`config.mk`:
```
export PLATFORM = sky130hd
export DESIGN_NAME = hgs_gpio
export DESIGN_NICKNAME = d
export VERILOG_FILES = /design/src/design/hgs_pkg.sv /design/src/design/hgs_gpio.sv
export SDC_FILE = /design/constraint.sdc
export NUM_CORES = 1
export LEC_CHECK = 0
export BUFFER_PORTS_ARGS = -buffer_cell sky130_fd_sc_hd__buf_2
export CORE_UTILIZATION = 30
export DETAILED_ROUTE_END_ITERATION = 8
export PLACE_DENSITY = 0.54
export SETUP_SLACK_MARGIN = 0.5
export SLEW_MARGIN = 10
export SYNTH_ARGS = -nofsm -noshare
export SYNTH_HDL_FRONTEND = slang
export SYNTH_SLANG_ARGS = --single-unit
```
`constraint.sdc`:
```
create_clock -name clk -period 1.78 [get_ports clk]
set_input_delay 0.356 -clock clk [delete_from_list [all_inputs] [get_ports clk]]
set_output_delay 0.356 -clock clk [all_outputs]
set_load 0.03 [all_outputs]
```
`src/design/hgs_pkg.sv`:
```
package hgs_pkg;

  // Direction of the bridge.
  typedef enum logic [1:0] {
    HGS_DIR_FWD = 2'h1,
    HGS_DIR_REV = 2'h2
  } hgs_dir_t;

  // Indicator commands carried by link messages and control writes.
  localparam logic [1:0] HGS_IND_OFF = 2'h0;
  localparam logic [1:0] HGS_IND_ON = 2'h1;
  localparam logic [1:0] HGS_IND_BLINK = 2'h2;

  // Released pin enables and idle grant levels.
  localparam logic [3:0] HGS_PINS_RELEASED = 4'hF;
  localparam logic [2:0] HGS_GNT_IDLE = 3'h7;

  // Fixed SMBus address bits 7 down to 5.
  localparam logic [2:0] HGS_SMB_ADDR_HI = 3'h6;
  // Command byte of every word access sequence.
  localparam logic [7:0] HGS_SMB_CMD_WORD = 8'h08;

  // Core clock rate and timing figures.
  localparam int HGS_CLK_HZ = 20000000;
  localparam int HGS_BLINK_HZ = 2;
  localparam int HGS_BLINK_HALF_CYC = HGS_CLK_HZ / (2 * HGS_BLINK_HZ);
  localparam int HGS_DEBOUNCE_MS = 5;
  localparam int HGS_DEBOUNCE_CYC = (HGS_CLK_HZ / 1000) * HGS_DEBOUNCE_MS;

  // Slot status bit positions.
  localparam int HGS_ST_BUTTON = 0;
  localparam int HGS_ST_LATCH_CHG = 1;
  localparam int HGS_ST_PRES_CHG = 2;
  localparam int HGS_ST_CMD_DONE = 3;
  localparam int HGS_ST_LINK_CHG = 4;
  localparam int HGS_ST_LATCH = 5;
  localparam int HGS_ST_PRES = 6;
  localparam int HGS_ST_LINK = 7;
  localparam int HGS_ST_W = 8;

endpackage

```
`src/design/hgs_gpio.sv`:
```
`timescale 1ns/1ps
`default_nettype none
module hgs_gpio #(
  parameter int DEBOUNCE_CYC = hgs_pkg::HGS_DEBOUNCE_CYC,
  parameter int BLINK_HALF_CYC = hgs_pkg::HGS_BLINK_HALF_CYC
) (
  input wire logic clk, // Core clock.
  input wire logic rst_n, // Fundamental reset, active low.
  input wire logic hotplug_strap_select, // Hot-plug strap.
  input wire logic interface_strap_bit0, // Interface strap bit 0.
  input wire logic interface_strap_bit1, // Interface strap bit 1.
  input wire logic reverse_mode, // High for reverse bridge direction.
  input wire logic hotplug_enable, // Hot-plug event enable.
  input wire logic [3:0] gpio_in, // Pin levels.
  output logic [3:0] gpio_out, // Pin drive values.
  output logic [3:0] gpio_oe_n, // Pin output enables, low drives.
  input wire logic ind_msg_valid, // Indicator message received on link.
  input wire logic [1:0] ind_msg_cmd, // Received indicator command.
  input wire logic ind_msg_power, // Message is for power indicator.
  input wire logic button_msg_rx, // Button message received on link.
  input wire logic ctrl_write, // Root complex writes indicator control.
  input wire logic [1:0] ctrl_cmd, // Written indicator command.
  input wire logic ctrl_power, // Write targets power indicator.
  input wire logic cmd_done, // Hot-plug command finished pulse.
  input wire logic link_active, // Link-active flag.
  input wire logic [7:0] status_clear, // Write one to clear change bits.
  output logic button_msg_tx, // Send button message pulse.
  output logic ind_msg_tx, // Send indicator message pulse.
  output logic [1:0] ind_msg_tx_cmd, // Command of sent message.
  output logic ind_msg_tx_power, // Sent message targets power.
  output logic [7:0] slot_status, // Slot status register.
  output logic hotplug_event, // Hot-plug event pulse.
  output logic smb_enable, // SMBus slave enabled.
  output logic [7:0] smb_address, // SMBus slave address byte.
  input wire logic ext_arbiter_sel, // External arbiter selected.
  input wire logic large_package, // Larger package bonding.
  input wire logic [3:1] arb_req_n_in, // Arbiter request pin levels.
  input wire logic [2:0] extra_gpo_value, // Values for extra outputs.
  output logic [3:1] arb_gnt_n_out, // Grant pin drive.
  output logic [2:0] extra_general_input // Extra inputs seen.
);

  logic hp_mode;
  logic fwd_hp;
  logic rev_hp;
  logic btn_stable_reg;
  logic [31:0] deb_cnt_reg;
  logic btn_rise;
  logic [1:0] ind_state_reg;
  logic [31:0] blink_cnt_reg;
  logic blink_phase_reg;
  logic [2:0] in_prev_reg;
  logic link_prev_reg;
  logic [7:0] stat_set;
  logic [7:0] stat_next;
  logic btn_req;
  logic edge_arm_reg;

  // One function decides whether a change should raise an event.
  function automatic logic hgs_evt(input logic en, input logic [7:0] s);
    hgs_evt = en && (s != 8'h00);
  endfunction

  // Hot-plug modes; SMBus use of the pins takes precedence over hot-plug.
  // strap gating
  assign hp_mode = hotplug_strap_select && !interface_strap_bit0;
  assign fwd_hp = hp_mode && !reverse_mode;
  assign rev_hp = hp_mode && reverse_mode;

  // Button debounce: a level only counts after staying put long enough.
  // stable count
  always_ff @(posedge clk or negedge rst_n) begin
    if (!rst_n) begin
      btn_stable_reg <= 1'b0;
      deb_cnt_reg <= 32'h0;
    end else if (gpio_in[1] == btn_stable_reg) begin
      deb_cnt_reg <= 32'h0;
    end else if (deb_cnt_reg >= 32'(DEBOUNCE_CYC - 1)) begin
      btn_stable_reg <= gpio_in[1];
      deb_cnt_reg <= 32'h0;
    end else begin
      deb_cnt_reg <= deb_cnt_reg + 32'h1;
    end
  end

  assign btn_rise = (gpio_in[1] != btn_stable_reg) && gpio_in[1] &&
                    (deb_cnt_reg >= 32'(DEBOUNCE_CYC - 1));

  // Button message to the link in forward direction.
  // one message per press
  always_ff @(posedge clk or negedge rst_n) begin
    if (!rst_n) begin
      button_msg_tx <= 1'b0;
    end else begin
      button_msg_tx <= fwd_hp && btn_rise;
    end
  end

  // Indicator state follows link messages forward, control writes reverse.
  // indicator commands
  always_ff @(posedge clk or negedge rst_n) begin
    if (!rst_n) begin
      ind_state_reg <= hgs_pkg::HGS_IND_OFF;
      ind_msg_tx <= 1'b0;
      ind_msg_tx_cmd <= hgs_pkg::HGS_IND_OFF;
      ind_msg_tx_power <= 1'b0;
    end else begin
      ind_msg_tx <= rev_hp && ctrl_write;
      if (rev_hp && ctrl_write) begin
        ind_state_reg <= ctrl_cmd;
        ind_msg_tx_cmd <= ctrl_cmd;
        ind_msg_tx_power <= ctrl_power;
      end else if (fwd_hp && ind_msg_valid) begin
        ind_state_reg <= ind_msg_cmd;
      end
    end
  end

  // Blink divider; a free-running phase keeps the 2Hz rate exact.
  always_ff @(posedge clk or negedge rst_n) begin
    if (!rst_n) begin
      blink_cnt_reg <= 32'h0;
      blink_phase_reg <= 1'b0;
    end else if (blink_cnt_reg >= 32'(BLINK_HALF_CYC - 1)) begin
      blink_cnt_reg <= 32'h0;
      blink_phase_reg <= !blink_phase_reg;
    end else begin
      blink_cnt_reg <= blink_cnt_reg + 32'h1;
    end
  end

  // Pin three drive: on high, off low, blink toggles with the divider.
  // Outside hot-plug use the pin floats, which leaves both lamps dark and keeps
  // the line free for the address strap; pins 0..2 are always inputs.
  // tri-level output
  always_ff @(posedge clk or negedge rst_n) begin
    if (!rst_n) begin
      gpio_out <= 4'h0;
      gpio_oe_n <= hgs_pkg::HGS_PINS_RELEASED;
    end else begin
      gpio_out[2:0] <= 3'h0;
      gpio_oe_n[2:0] <= hgs_pkg::HGS_PINS_RELEASED[2:0];
      gpio_out[3] <= (ind_state_reg == hgs_pkg::HGS_IND_ON) ||
                     ((ind_state_reg == hgs_pkg::HGS_IND_BLINK) && blink_phase_reg);
      gpio_oe_n[3] <= !hp_mode;
    end
  end

  // Change detection of the sensor inputs and the link flag.
  always_ff @(posedge clk or negedge rst_n) begin
    if (!rst_n) begin
      in_prev_reg <= 3'h0;
      link_prev_reg <= 1'b0;
    end else begin
      in_prev_reg <= {gpio_in[2], gpio_in[1], gpio_in[0]};
      link_prev_reg <= link_active;
    end
  end

  // Change detection is armed one cycle after reset: the first sample only
  // seeds the previous values, so a card already seated at release is not
  // reported as a fresh insertion.
  always_ff @(posedge clk or negedge rst_n) begin
    if (!rst_n) begin
      edge_arm_reg <= 1'b0;
    end else begin
      edge_arm_reg <= 1'b1;
    end
  end

  assign btn_req = button_msg_rx || btn_rise;

  // Sticky change bits; a set in the same cycle as a clear wins.
  // button status
  always_comb begin
    stat_set = 8'h00;
    if (rev_hp) begin
      stat_set[hgs_pkg::HGS_ST_BUTTON] = btn_req;
      stat_set[hgs_pkg::HGS_ST_LATCH_CHG] = edge_arm_reg && (gpio_in[2] != in_prev_reg[2]);
      stat_set[hgs_pkg::HGS_ST_PRES_CHG] = edge_arm_reg && (gpio_in[0] != in_prev_reg[0]);
    end
    if (hp_mode) begin
      stat_set[hgs_pkg::HGS_ST_CMD_DONE] = cmd_done;
      stat_set[hgs_pkg::HGS_ST_LINK_CHG] = edge_arm_reg && (link_active != link_prev_reg);
    end
    stat_next = (slot_status & ~status_clear) | stat_set;
    stat_next[hgs_pkg::HGS_ST_PRES] = gpio_in[0];
    stat_next[hgs_pkg::HGS_ST_LATCH] = gpio_in[2];
    stat_next[hgs_pkg::HGS_ST_LINK] = link_active;
  end

  // Status register and event pulse.
  always_ff @(posedge clk or negedge rst_n) begin
    if (!rst_n) begin
      slot_status <= 8'h00;
      hotplug_event <= 1'b0;
    end else begin
      slot_status <= stat_next;
      hotplug_event <= hgs_evt(hotplug_enable, stat_set);
    end
  end

  // SMBus identity from the pins; the host side of the protocol
  // (command 08h, zero id bytes, word order) is decoded outside this block.
  // pins as address
  always_ff @(posedge clk or negedge rst_n) begin
    if (!rst_n) begin
      smb_enable <= 1'b0;
      smb_address <= 8'h00;
    end else begin
      smb_enable <= interface_strap_bit0 && !interface_strap_bit1;
      if (interface_strap_bit0) begin
        smb_address <= {hgs_pkg::HGS_SMB_ADDR_HI, gpio_in, 1'b0};
      end
    end
  end

  // Arbiter pins become extra inputs and outputs; grants idle high otherwise.
  // arbiter remap
  always_ff @(posedge clk or negedge rst_n) begin
    if (!rst_n) begin
      arb_gnt_n_out <= hgs_pkg::HGS_GNT_IDLE;
      extra_general_input <= 3'h0;
    end else if (ext_arbiter_sel && large_package) begin
      arb_gnt_n_out <= extra_gpo_value;
      extra_general_input <= arb_req_n_in;
    end else begin
      arb_gnt_n_out <= hgs_pkg::HGS_GNT_IDLE;
      extra_general_input <= 3'h0;
    end
  end

  // Checks on the strap decode and the SMBus identity.
  a_smb_addr_map: assert property (@(posedge clk) disable iff (!rst_n)
    interface_strap_bit0 |=> smb_address == {hgs_pkg::HGS_SMB_ADDR_HI, $past(gpio_in), 1'b0})
    else $error("SMBus address mismatch");
  a_smb_en_straps: assert property (@(posedge clk) disable iff (!rst_n)
    smb_enable == $past(interface_strap_bit0 && !interface_strap_bit1))
    else $error("SMBus enable wrong");
  a_smb_pins_in: assert property (@(posedge clk) disable iff (!rst_n)
    interface_strap_bit0 |=> gpio_oe_n == hgs_pkg::HGS_PINS_RELEASED)
    else $error("Pins driven while they carry the address strap");
  a_no_hp_fwd_msg: assert property (@(posedge clk) disable iff (!rst_n)
    !hp_mode |=> !button_msg_tx)
    else $error("Hot-plug message outside hot-plug mode");
  a_ind_rev_only: assert property (@(posedge clk) disable iff (!rst_n)
    !rev_hp |=> !ind_msg_tx)
    else $error("Indicator message outside reverse hot-plug use");
  // Checks on the indicator pin.
  a_pin3_off_low: assert property (@(posedge clk) disable iff (!rst_n)
    (hp_mode && ind_state_reg == hgs_pkg::HGS_IND_OFF) |=> !gpio_oe_n[3] && !gpio_out[3])
    else $error("Pin three not low when off");
  a_pin3_float_idle: assert property (@(posedge clk) disable iff (!rst_n)
    !hp_mode |=> gpio_oe_n[3])
    else $error("Pin three driven outside hot-plug use");
  a_pin3_on_high: assert property (@(posedge clk) disable iff (!rst_n)
    (hp_mode && ind_state_reg == hgs_pkg::HGS_IND_ON) |=> !gpio_oe_n[3] && gpio_out[3])
    else $error("Pin three not high when on");
  a_pin3_blink: assert property (@(posedge clk) disable iff (!rst_n)
    (hp_mode && ind_state_reg == hgs_pkg::HGS_IND_BLINK) |=> !gpio_oe_n[3] && gpio_out[3] == $past(blink_phase_reg))
    else $error("Pin three not following the blink phase");
  // Checks on the button path.
  a_btn_msg_fwd: assert property (@(posedge clk) disable iff (!rst_n)
    button_msg_tx |-> ##1 !button_msg_tx)
    else $error("Button message repeated");
  a_btn_level_high: assert property (@(posedge clk) disable iff (!rst_n)
    button_msg_tx |-> $past(gpio_in[1]))
    else $error("Button message without a high button input");
  a_btn_stable_span: assert property (@(posedge clk) disable iff (!rst_n)
    $rose(btn_stable_reg) |-> $past(deb_cnt_reg) == 32'(DEBOUNCE_CYC - 1))
    else $error("Button accepted before its stable span");
  // Checks on the link messages.
  a_ind_msg_rev: assert property (@(posedge clk) disable iff (!rst_n)
    (rev_hp && ctrl_write) |=> ind_msg_tx && ind_msg_tx_cmd == $past(ctrl_cmd))
    else $error("Indicator message missing");
  a_ind_tx_power: assert property (@(posedge clk) disable iff (!rst_n)
    (rev_hp && ctrl_write) |=> ind_msg_tx_power == $past(ctrl_power))
    else $error("Indicator message target wrong");
  // Checks on the slot status and the event pulse.
  a_evt_gated: assert property (@(posedge clk) disable iff (!rst_n)
    hotplug_event |-> $past(hotplug_enable))
    else $error("Event while disabled");
  a_evt_cmd_done: assert property (@(posedge clk) disable iff (!rst_n)
    (hp_mode && hotplug_enable && cmd_done) |=> hotplug_event)
    else $error("No event for command completion");
  a_cmd_done_set: assert property (@(posedge clk) disable iff (!rst_n)
    (hp_mode && cmd_done) |=> slot_status[hgs_pkg::HGS_ST_CMD_DONE])
    else $error("Command done not set");
  a_link_chg_set: assert property (@(posedge clk) disable iff (!rst_n)
    (hp_mode && edge_arm_reg && $changed(link_active)) |=> slot_status[hgs_pkg::HGS_ST_LINK_CHG])
    else $error("Link change not recorded");
  a_btn_rx_set: assert property (@(posedge clk) disable iff (!rst_n)
    (rev_hp && button_msg_rx) |=> slot_status[hgs_pkg::HGS_ST_BUTTON])
    else $error("Button message not recorded");
  a_pres_chg_set: assert property (@(posedge clk) disable iff (!rst_n)
    (rev_hp && edge_arm_reg && $changed(gpio_in[0])) |=> slot_status[hgs_pkg::HGS_ST_PRES_CHG])
    else $error("Presence change not recorded");
  a_latch_chg_set: assert property (@(posedge clk) disable iff (!rst_n)
    (rev_hp && edge_arm_reg && $changed(gpio_in[2])) |=> slot_status[hgs_pkg::HGS_ST_LATCH_CHG])
    else $error("Latch change not recorded");
  a_pres_level: assert property (@(posedge clk) disable iff (!rst_n)
    edge_arm_reg |-> slot_status[hgs_pkg::HGS_ST_PRES] == $past(gpio_in[0]))
    else $error("Presence level not tracked");
  a_latch_level: assert property (@(posedge clk) disable iff (!rst_n)
    edge_arm_reg |-> slot_status[hgs_pkg::HGS_ST_LATCH] == $past(gpio_in[2]))
    else $error("Latch level not tracked");
  // Checks on the arbiter pin remap.
  a_arb_remap: assert property (@(posedge clk) disable iff (!rst_n)
    (ext_arbiter_sel && large_package) |=> (extra_general_input == $past(arb_req_n_in)) &&
      (arb_gnt_n_out == $past(extra_gpo_value)))
    else $error("Arbiter pins not remapped");

endmodule
`default_nettype wire

```
==> flow_summary.ini, run 1 <==
[run_status]
outcome = finished, final reports clean

[logic_synthesis]
synth_area_leaders = dfrtp_1 (59%), nor2_1 (5.4%), xor2_1 (5.4%)
avgSynthCellArea_um2 = 11.3
ys_seq_area_share_pct = 62.0
synth_top_area_share_pct = 59.3
ys_warn_count = 0
netlist_instances = 347
ys_ff_latch = 97
synth-edff-count = 0
ys_async_sr_fraction_pct = 100
yosys.cell_types.count = 40
synth_top_cell_by_area = dfrtp_1
ys.flop_type = dfrtp_1
synth_area_um2 = 3930

[placed_design]
pre_cts_ws_ps = 8.21
port-buffer-count = 62
gp_congestion = 0.780
hpwl_mm = 5.21

[worst_setup_path]
crit_type = reg -> reg
max_stage_delay_ps = 400
critPathRequiredTime_ps = 2050
cp.buffers_inverters = 2
critical-path-slowest-cell = dfrtp_1
cp-start-kind = flop
path_cells = nor4_4 > nand3_2 > nor4_4 > a21oi_4 > buf_12 > buf_12 > nor2b_1
cp_max_fo = 7
end_kind = flop
cp_top_family = simple AND/OR/NAND/NOR gates
arrival_ps = 1920

[timing]
finalSetupViolCount = 0
rsz0062_at_grt = true
clock-skew-final_ps = 4.95
period_needed_ps = 1640
fin_crit_sh_pct = 92.3
setup-tns-final_ps = 0
max_freq_mhz = 608
finalMaxSlewViolations = 0
finalHoldViolCount = 0
setup_ws_ps = 136

[floorplanning]
die_height_um = 116
core-area_um2 = 12700
die_w_um = 116
design.die.area_um2 = 13500
start_util_pct = 31.0
num_rows = 41
design.portCount = 75

[detailed_routing]
routed_via_density = 4.28
drt_iter0_markers = 96
totalWireLength_mm = 7.65
num_vias = 2763
first_pass_iters = 4
drc = 0
post_drt_wl_per_cell_um = 11.8
drtAntennaViolNets = 0

[cells_and_area]
nets = 510
fillers = 1235
area_delta_synth_final_pct = 38.7
ff_latch_area_um2 = 2430
antennaDiodeCount = 0
multiInputGateArea_um2 = 1760
final_layout_size_suffix_gt1_share_pct = 36.3

[power_and_ir_drop]
pwr_density_cell_nw_per_um2 = 849
ir_worst_vdd_mv = 0.447
total_leakage_power_uw = 0.00237

[clock_tree]
cts_tree = done
clk_pin_slew_worst_paths_ps = 60
clock-root-buffer = clkbuf_16
cts-htree-levels = 3
clockBufferDepth = 2
cts.sink_count = 97
numCtsBuffers = 9
insertion_delay_ps = 340

[run]
drv_cap = 0

[grt]
grt_max_degree = 47
grt_pass1_wl_mm = 12.9
first_global_vias = 2773
overflow = 0
antenna_found_initial = 0
grt_use_total_pct = 12.5

[worst_hold_path]
hold_class = in -> reg
## cells by family after synthesis
logic type | Yosys count | synth area share [%]
and+or+nand+nor | 148 | 17.9
DFF | 97 | 62.0
xor gates and xnor gates | 39 | 8.70
buffers and inverters | 28 | 4.08
AOI/OAI and AO/OA | 19 | 3.12
muxes | 11 | 3.06
adders and majority gates | 3 | 0.956
other | 2 | 0.191
## stage by stage
stage	cell area, um2	hold WS, ps	power [uW]	util (%)	instances
5_1_grt	5450	144	4840	43.0	646
3_3_place_gp	4640	313	2830	36.6	611
3_5_place_dp	4640	316	2840	36.6	611
6_report	5450	150	4620	43.0	646
2_1_floorplan	4100	60.4	2670	-	378
4_1_cts	5150	141	4670	40.7	641
## synthesized netlist by cell type (3+ instances only)
master,number
ha_1,3
o21ai_0,5
and3_1,7
xnor2_1,15
nand2_1,22
nand4_1,11
inv_1,12
dfrtp_1,93
xor2_1,24
mux2_2,8
buf_4,10
or2_2,4
a21oi_1,4
dfstp_2,4
nor2b_1,3
nor2_1,57
nand3_1,21
nor3_1,7
mux2i_1,3
nor4_1,7
## cell type report
| class | count | share of cell area [%] |
|---|---|---|
| clock inverters | 4 | 0.528 |
| clock buffers | 12 | 4.53 |
| flip-flops and latches | 97 | 44.7 |
| multi-input cells | 253 | 32.2 |
| well taps | 172 | 3.95 |
| inverters | 12 | 0.827 |
| repair buffers | 96 | 13.3 |
## metal layers
metal / track usage, % / vias to the layer above / routed length [um]
met3: 2.65 / 13 / 215
met5: 0 / - / 0
li1: - / 1357 / -
met2: 19.8 / 37 / 3750
met4: 6.67 / 0 / 172
met1: 16.1 / 1356 / 3510
## cell usage in the layout, fill, tap and decap left out, types with 4 or more instances in the layout
cell type | synthesis | layout
nand3_1 | 21 | 18
xnor2_1 | 15 | 15
conb_1 | 2 | 33
buf_2 | 2 | 45
nand2_1 | 22 | 22
buf_4 | 10 | 33
xor2_1 | 24 | 23
clkbuf_16 | 0 | 10
inv_1 | 12 | 12
buf_12 | 0 | 4
mux2_2 | 8 | 8
dfrtp_1 | 93 | 93
nor3_2 | 0 | 4
and3_1 | 7 | 7
nor2_4 | 0 | 17
nand4_1 | 11 | 11
nor2_2 | 2 | 7
o21ai_0 | 5 | 4
dfstp_2 | 4 | 4
or2_2 | 4 | 4
nor2_1 | 57 | 35
buf_6 | 2 | 12
## path summary, 6_finish.rpt
path	from	end	slack [ps]	cells past startpoint
worst max-delay path	blink_cnt_reg[24]	blink_cnt_reg[1]	140	7
worst min-delay path	link_active	link_prev_reg	150	1
worst max register to register	blink_cnt_reg[24]	blink_cnt_reg[1]	140	7
worst min register to register	blink_phase_reg	blink_phase_reg	470	1
max in group asynchronous	rst_n	gpio_oe_n[3]	650	3
min in group asynchronous	rst_n	blink_cnt_reg[26]	480	2
## report_power, final
group	internal, uW	leakage, uW	switching [uW]
sequential	2310	0.00124	47.3
clock	989	0.000129	805
combinational	185	0.00100	286
## timing repair
action	in CTS	in global routing
endpoints found under the hold margin	26	0
setup buffers	13	4
gates resized for setup	32	69
pin swaps	16	3
gates cloned	0	1
hold buffers	1	0
setup endpoints to repair	50	62
Note: power is estimated with default switching activity, not from simulation.
==> inputs of run 2 (changes only) <==
--- a/config.mk
+++ b/config.mk
@@ -5,10 +5,10 @@
 export SDC_FILE = /design/constraint.sdc
 export NUM_CORES = 1
 export LEC_CHECK = 0
-export BUFFER_PORTS_ARGS = -buffer_cell sky130_fd_sc_hd__buf_2
 export CORE_UTILIZATION = 30
 export DETAILED_ROUTE_END_ITERATION = 8
-export PLACE_DENSITY = 0.54
+export DONT_BUFFER_PORTS = 1
+export PLACE_DENSITY = 0.49
 export SETUP_SLACK_MARGIN = 0.5
 export SLEW_MARGIN = 10
 export SYNTH_ARGS = -nofsm -noshare
==> run 2 against run 1 <==
The flow now finishes with violations (hold timing). Non-clock buffer count fell by 72. First-iteration DRC count rose by 2.1%. Flip-flop and latch count did not move. Clock power rose by 3%. Global-route usage fell by 0.44 points. Critical path type unchanged. Largest power group unchanged.
==> flow_summary.ini, run 2 (same netlist as run 1, synthesis figures left out) <==
[worst_hold_path]
hold_class = in -> async

[worst_setup_path]
crit-reg2reg-launch = deb_cnt_reg[17]
r2r-end = deb_cnt_reg[9]
crit_type = reg -> reg
end_kind = flop
cp_max_fo = 16
path_cells = nor4_2 > nand4_1 > a211oi_4 > nand2b_1 > buf_12 > nor2_1
cp-start-kind = flop
critPathRequiredTime_ps = 2050
arrival_ps = 1910
max_stage_delay_ps = 370
regToRegSetupSlack_ps = 140
critical-path-slowest-cell = dfrtp_1
reg2regPathDepth = 6

[detailed_routing]
routed_via_density = 4.41
totalWireLength_mm = 7.18
drt_iter0_markers = 98
post_drt_wl_per_cell_um = 12.5
drtAntennaViolNets = 0
drc = 0
num_vias = 2529
first_pass_iters = 4

[clock_tree]
clockBufferDepth = 2
clk_pin_slew_worst_paths_ps = 60
cts.sink_count = 97
cts_tree = done
numCtsBuffers = 9
cts-htree-levels = 3
insertion_delay_ps = 340
clock-root-buffer = clkbuf_16

[placed_design]
dpl_cell_area_um2 = 4280
dp_cells = 545
gp_congestion = 0.735
hpwl_mm = 4.61
port-buffer-count = 0

[timing]
whs_ps = -291
finalSetupViolCount = 0
setup-tns-final_ps = 0
finalMaxSlewViolations = 0
clock-skew-final_ps = 4.79
period_needed_ps = 1640
max_freq_mhz = 610
fin_crit_sh_pct = 92.1
finalHoldViolCount = 97
rsz0062_at_grt = true

[grt]
overflow = 0
grt_pass1_wl_mm = 12.3
antenna_found_initial = 0
grt_max_degree = 98
grt_use_total_pct = 12.1
first_global_vias = 2633

[floorplanning]
core-area_um2 = 12700
design.die.area_um2 = 13500
start_util_pct = 31.0
design.portCount = 75
die_w_um = 116
die_height_um = 116
num_rows = 41

[cells_and_area]
nets = 438
layout_commonest_cell = dfrtp_1
finalInstanceArea_um2 = 4930
final_layout_size_suffix_gt1_share_pct = 26.2
fin_cells = 573
final_core_util_pct = 38.9
area_delta_synth_final_pct = 25.6
layout_common_cells = dfrtp_1 (90), nor2_1 (34), conb_1 (33)
antennaDiodeCount = 0

[power_and_ir_drop]
internal-power_uw = 3480
p_sw_uw = 1030
p_sw_share_pct = 22.9
pwr-share-comb_pct = 4.3
pwr_density_cell_nw_per_um2 = 915
total_leakage_power_uw = 0.00202
clockPowerShare_pct = 41.0
ir_worst_vdd_mv = 0.371
p_seq_share_pct = 54.8

[run]
drv_cap = 0

[run_status]
outcome = complete, but fails checks
violations = hold timing
run 2: changes by cell type in the layout (fill, tap and decap cells not counted), sizes merged:
cell         change
buf             -70
bufinv           +1
clkbuf           -2
clkinv           +2
clkinvlp         -2
dlygate4sd3      -1
inv              -1
run 2: worst max-delay path by stage:
stage	end	cells after the start	slack (ps)	startpoint
final	deb_cnt_reg[9]	6	140	deb_cnt_reg[17]
after detailed placement	deb_cnt_reg[10]	6	10	deb_cnt_reg[17]
after global routing	deb_cnt_reg[1]	6	20	deb_cnt_reg[17]
after floorplan	deb_cnt_reg[0]	7	240	deb_cnt_reg[17]
after CTS	deb_cnt_reg[9]	6	90	deb_cnt_reg[17]
after global placement	btn_stable_reg	5	60	deb_cnt_reg[17]
run 2: timing repair:
action / CTS / global route
gates resized for setup: 26 / 42
hold endpoints to repair: 97 / 97
cloned: 1 / 0
setup endpoints to repair: 51 / 50
buffers inserted: 10 / 2
pin swaps: 12 / 7
run 2: layout make-up:
class	count	area, um2
fillers	1246	7740
multi-input cells	253	1740
clock buffers	11	233
inverters	12	45.0
flip-flops and latches	97	2440
repair buffers	24	219
well taps	172	215
clock inverters	4	45.0
run 2: critical path, delay by kind of cell, from the launching register on:
family / cells / cell delay [ps]
AO/OA/AOI/OAI: 1 / 290
buffers and inverters: 1 / 170
AND/OR/NAND/NOR: 4 / 740
flip-flops: 1 / 370
run 2: power by group through the flow:
stage	registers (uW)	logic (uW)	clock network (uW)
2_1_floorplan	2500	174	0
3_3_place_gp	2510	180	0
3_5_place_dp	2510	185	0
4_1_cts	2470	190	1930
5_1_grt	2490	221	2010
6_report	2470	193	1850
run 2: per-stage QoR:
step	total power [uW]	setup slack (ps)
after floorplan	2670	237
after global placement	2690	59.8
after detailed placement	2690	12.2
after CTS	4590	88.3
after global routing	4710	15.4
final	4510	141
run 2: layer usage:
metal  wire length, um  vias up  track usage [%]
met1              3370     1245             15.4
met4               216        0             8.21
met2              3260       58             18.3
li1                  -     1211                -
met3               336       15             2.70
met5                 0        -                0
==> inputs of run 3 (changes only) <==
--- a/config.mk
+++ b/config.mk
@@ -6,6 +6,7 @@
 export NUM_CORES = 1
 export LEC_CHECK = 0
 export CORE_UTILIZATION = 30
+export CTS_BUF_LIST = sky130_fd_sc_hd__clkbuf_8
 export DETAILED_ROUTE_END_ITERATION = 8
 export DONT_BUFFER_PORTS = 1
 export PLACE_DENSITY = 0.49
==> run 3 against run 2 <==
The flow still finishes with violations (hold timing). Flip-flop and latch count unchanged. Sequential power about the same. Utilization up 0.68 points. Final cell count up 1.2%. Wire length up 4.3%. Combinational power up 9.8%. Critical path type unchanged. Largest power group unchanged. Setup slack worse by 30 ps. Critical endpoint is now btn_stable_reg. Critical path depth unchanged. Die area unchanged. Register-to-register slack worse by 30 ps.
==> flow_summary.ini, run 3 (same netlist as run 1, synthesis figures left out) <==
[floorplanning]
design.portCount = 75
start_util_pct = 31.0
die_height_um = 116
die_w_um = 116
num_rows = 41
core-area_um2 = 12700
design.die.area_um2 = 13500

[power_and_ir_drop]
total_leakage_power_uw = 0.00201
clockPowerShare_pct = 33.4
ir_worst_vdd_mv = 0.254
p_sw_share_pct = 24.4
pwr-share-comb_pct = 5.3
internal-power_uw = 3050
pwr_density_cell_nw_per_um2 = 804
p_sw_uw = 982
p_seq_share_pct = 61.3

[worst_setup_path]
reg2regPathDepth = 6
path_cells = nor4_2 > nand4_1 > a211oi_2 > buf_4 > nor2_1 > mux2_2
crit-reg2reg-launch = deb_cnt_reg[17]
cp_max_fo = 3
end_kind = flop
critPathLaunch = deb_cnt_reg[17]
arrival_ps = 1930
regToRegSetupSlack_ps = 110
critPathRequiredTime_ps = 2040
max_stage_delay_ps = 380
r2r-end = btn_stable_reg
critical-path-slowest-cell = dfrtp_1
cp-start-kind = flop
crit_type = reg -> reg

[cells_and_area]
fillers = 1250
fin_cells = 580
final_layout_size_suffix_gt1_share_pct = 32.6
nets = 445
antennaDiodeCount = 0
area_delta_synth_final_pct = 27.8
layout_common_cells = dfrtp_1 (74), conb_1 (33), nor2_4 (25)
layout_commonest_cell = dfrtp_1

[placed_design]
port-buffer-count = 0
hpwl_mm = 4.61
dp_cells = 545
gp_congestion = 0.735

[timing]
whs_ps = -322
period_needed_ps = 1670
finalHoldViolCount = 97
setup-tns-final_ps = 0
finalSetupViolCount = 0
rsz0062_at_grt = true
max_freq_mhz = 599
fin_crit_sh_pct = 93.8
finalMaxSlewViolations = 0
clock-skew-final_ps = 7.05

[clock_tree]
cts.sink_count = 97
clock-root-buffer = clkbuf_8
cts-htree-levels = 3
clockBufferDepth = 2
insertion_delay_ps = 370
clk_pin_slew_worst_paths_ps = 90
numCtsBuffers = 9
cts_tree = done

[detailed_routing]
totalWireLength_mm = 7.49
first_pass_iters = 4
num_vias = 2556
drc = 0
drt_iter0_markers = 92
drtAntennaViolNets = 0
routed_via_density = 4.41
post_drt_wl_per_cell_um = 12.9

[grt]
grt_pass1_wl_mm = 12.8
grt_max_degree = 98
first_global_vias = 2684
antenna_found_initial = 0
overflow = 0
grt_use_total_pct = 12.5

[run]
drv_cap = 0

[run_status]
outcome = complete, but fails checks
violations = hold timing

[worst_hold_path]
hold_class = in -> async
run 3: cell types whose count changed in the layout (fill, tap and decap cells not counted), moves of 9 or more:
| cell | change |
|---|---|
| nor2_4 | +11 |
| dfrtp_1 | -16 |
| nor2_1 | -11 |
| dfrtp_2 | +16 |
| clkbuf_8 | +9 |
| clkbuf_16 | -9 |
run 3: through the flow:
step	worst slack [ps]	util, %	power [uW]	cell area, um2
global placement	59.8	33.8	2690	4280
finish	111	39.6	4030	5020
floorplan	237	-	2670	4100
detailed placement	12.2	33.8	2690	4280
CTS	105	37.8	4100	4790
global route	31.9	39.6	4240	5020
run 3: worst max path at each step:
stage,to,slack (ps),depth (start not counted)
4_1_cts,btn_stable_reg,110,6
3_5_place_dp,deb_cnt_reg[10],10,6
3_3_place_gp,btn_stable_reg,60,5
6_report,btn_stable_reg,110,6
2_1_floorplan,deb_cnt_reg[0],240,7
5_1_grt,deb_cnt_reg[7],30,7
run 3: layout make-up:
class / instances / area (um2) / share of cell area (%)
clock buffer: 9 / 124 / 2.47
clock inverter: 6 / 52.6 / 1.05
inverter: 12 / 45.0 / 0.898
multi-input combinational: 253 / 1820 / 36.2
sequential: 97 / 2460 / 48.9
tap: 172 / 215 / 4.29
timing repair buffer: 31 / 309 / 6.16
run 3: worst max-delay path, delay by kind of cell (launching register included):
kind / cells / cell delay, ps
AOI/OAI and AO/OA: 1 / 230
and+or+nand+nor: 3 / 520
DFF: 1 / 380
buffers and inverters: 1 / 170
muxes: 1 / 260
run 3: repair_timing:
item / 4_1_cts / 5_1_grt
setup buffers: 14 / 0
hold buffers: 3 / 1
hold endpoints to repair: 100 / 98
pin swaps: 13 / 10
endpoints found under the setup margin: 59 / 65
cloned: 2 / 0
resized for setup: 42 / 66
run 3: routing by layer:
metal / global-route usage (%) / vias to the layer above / share of wire, %
met5: 0 / - / 0
met4: 6.92 / 0 / 2.3
met3: 3.89 / 13 / 5.2
met2: 19.1 / 56 / 47
met1: 15.6 / 1258 / 46
li1: - / 1229 / -
run 3: power groups by stage:
stage | Combinational (uW) | Sequential, uW | Clock (uW)
global route | 243 | 2490 | 1500
CTS | 204 | 2470 | 1420
detailed placement | 185 | 2510 | 0
floorplan | 174 | 2500 | 0
global placement | 180 | 2510 | 0
finish | 212 | 2470 | 1350
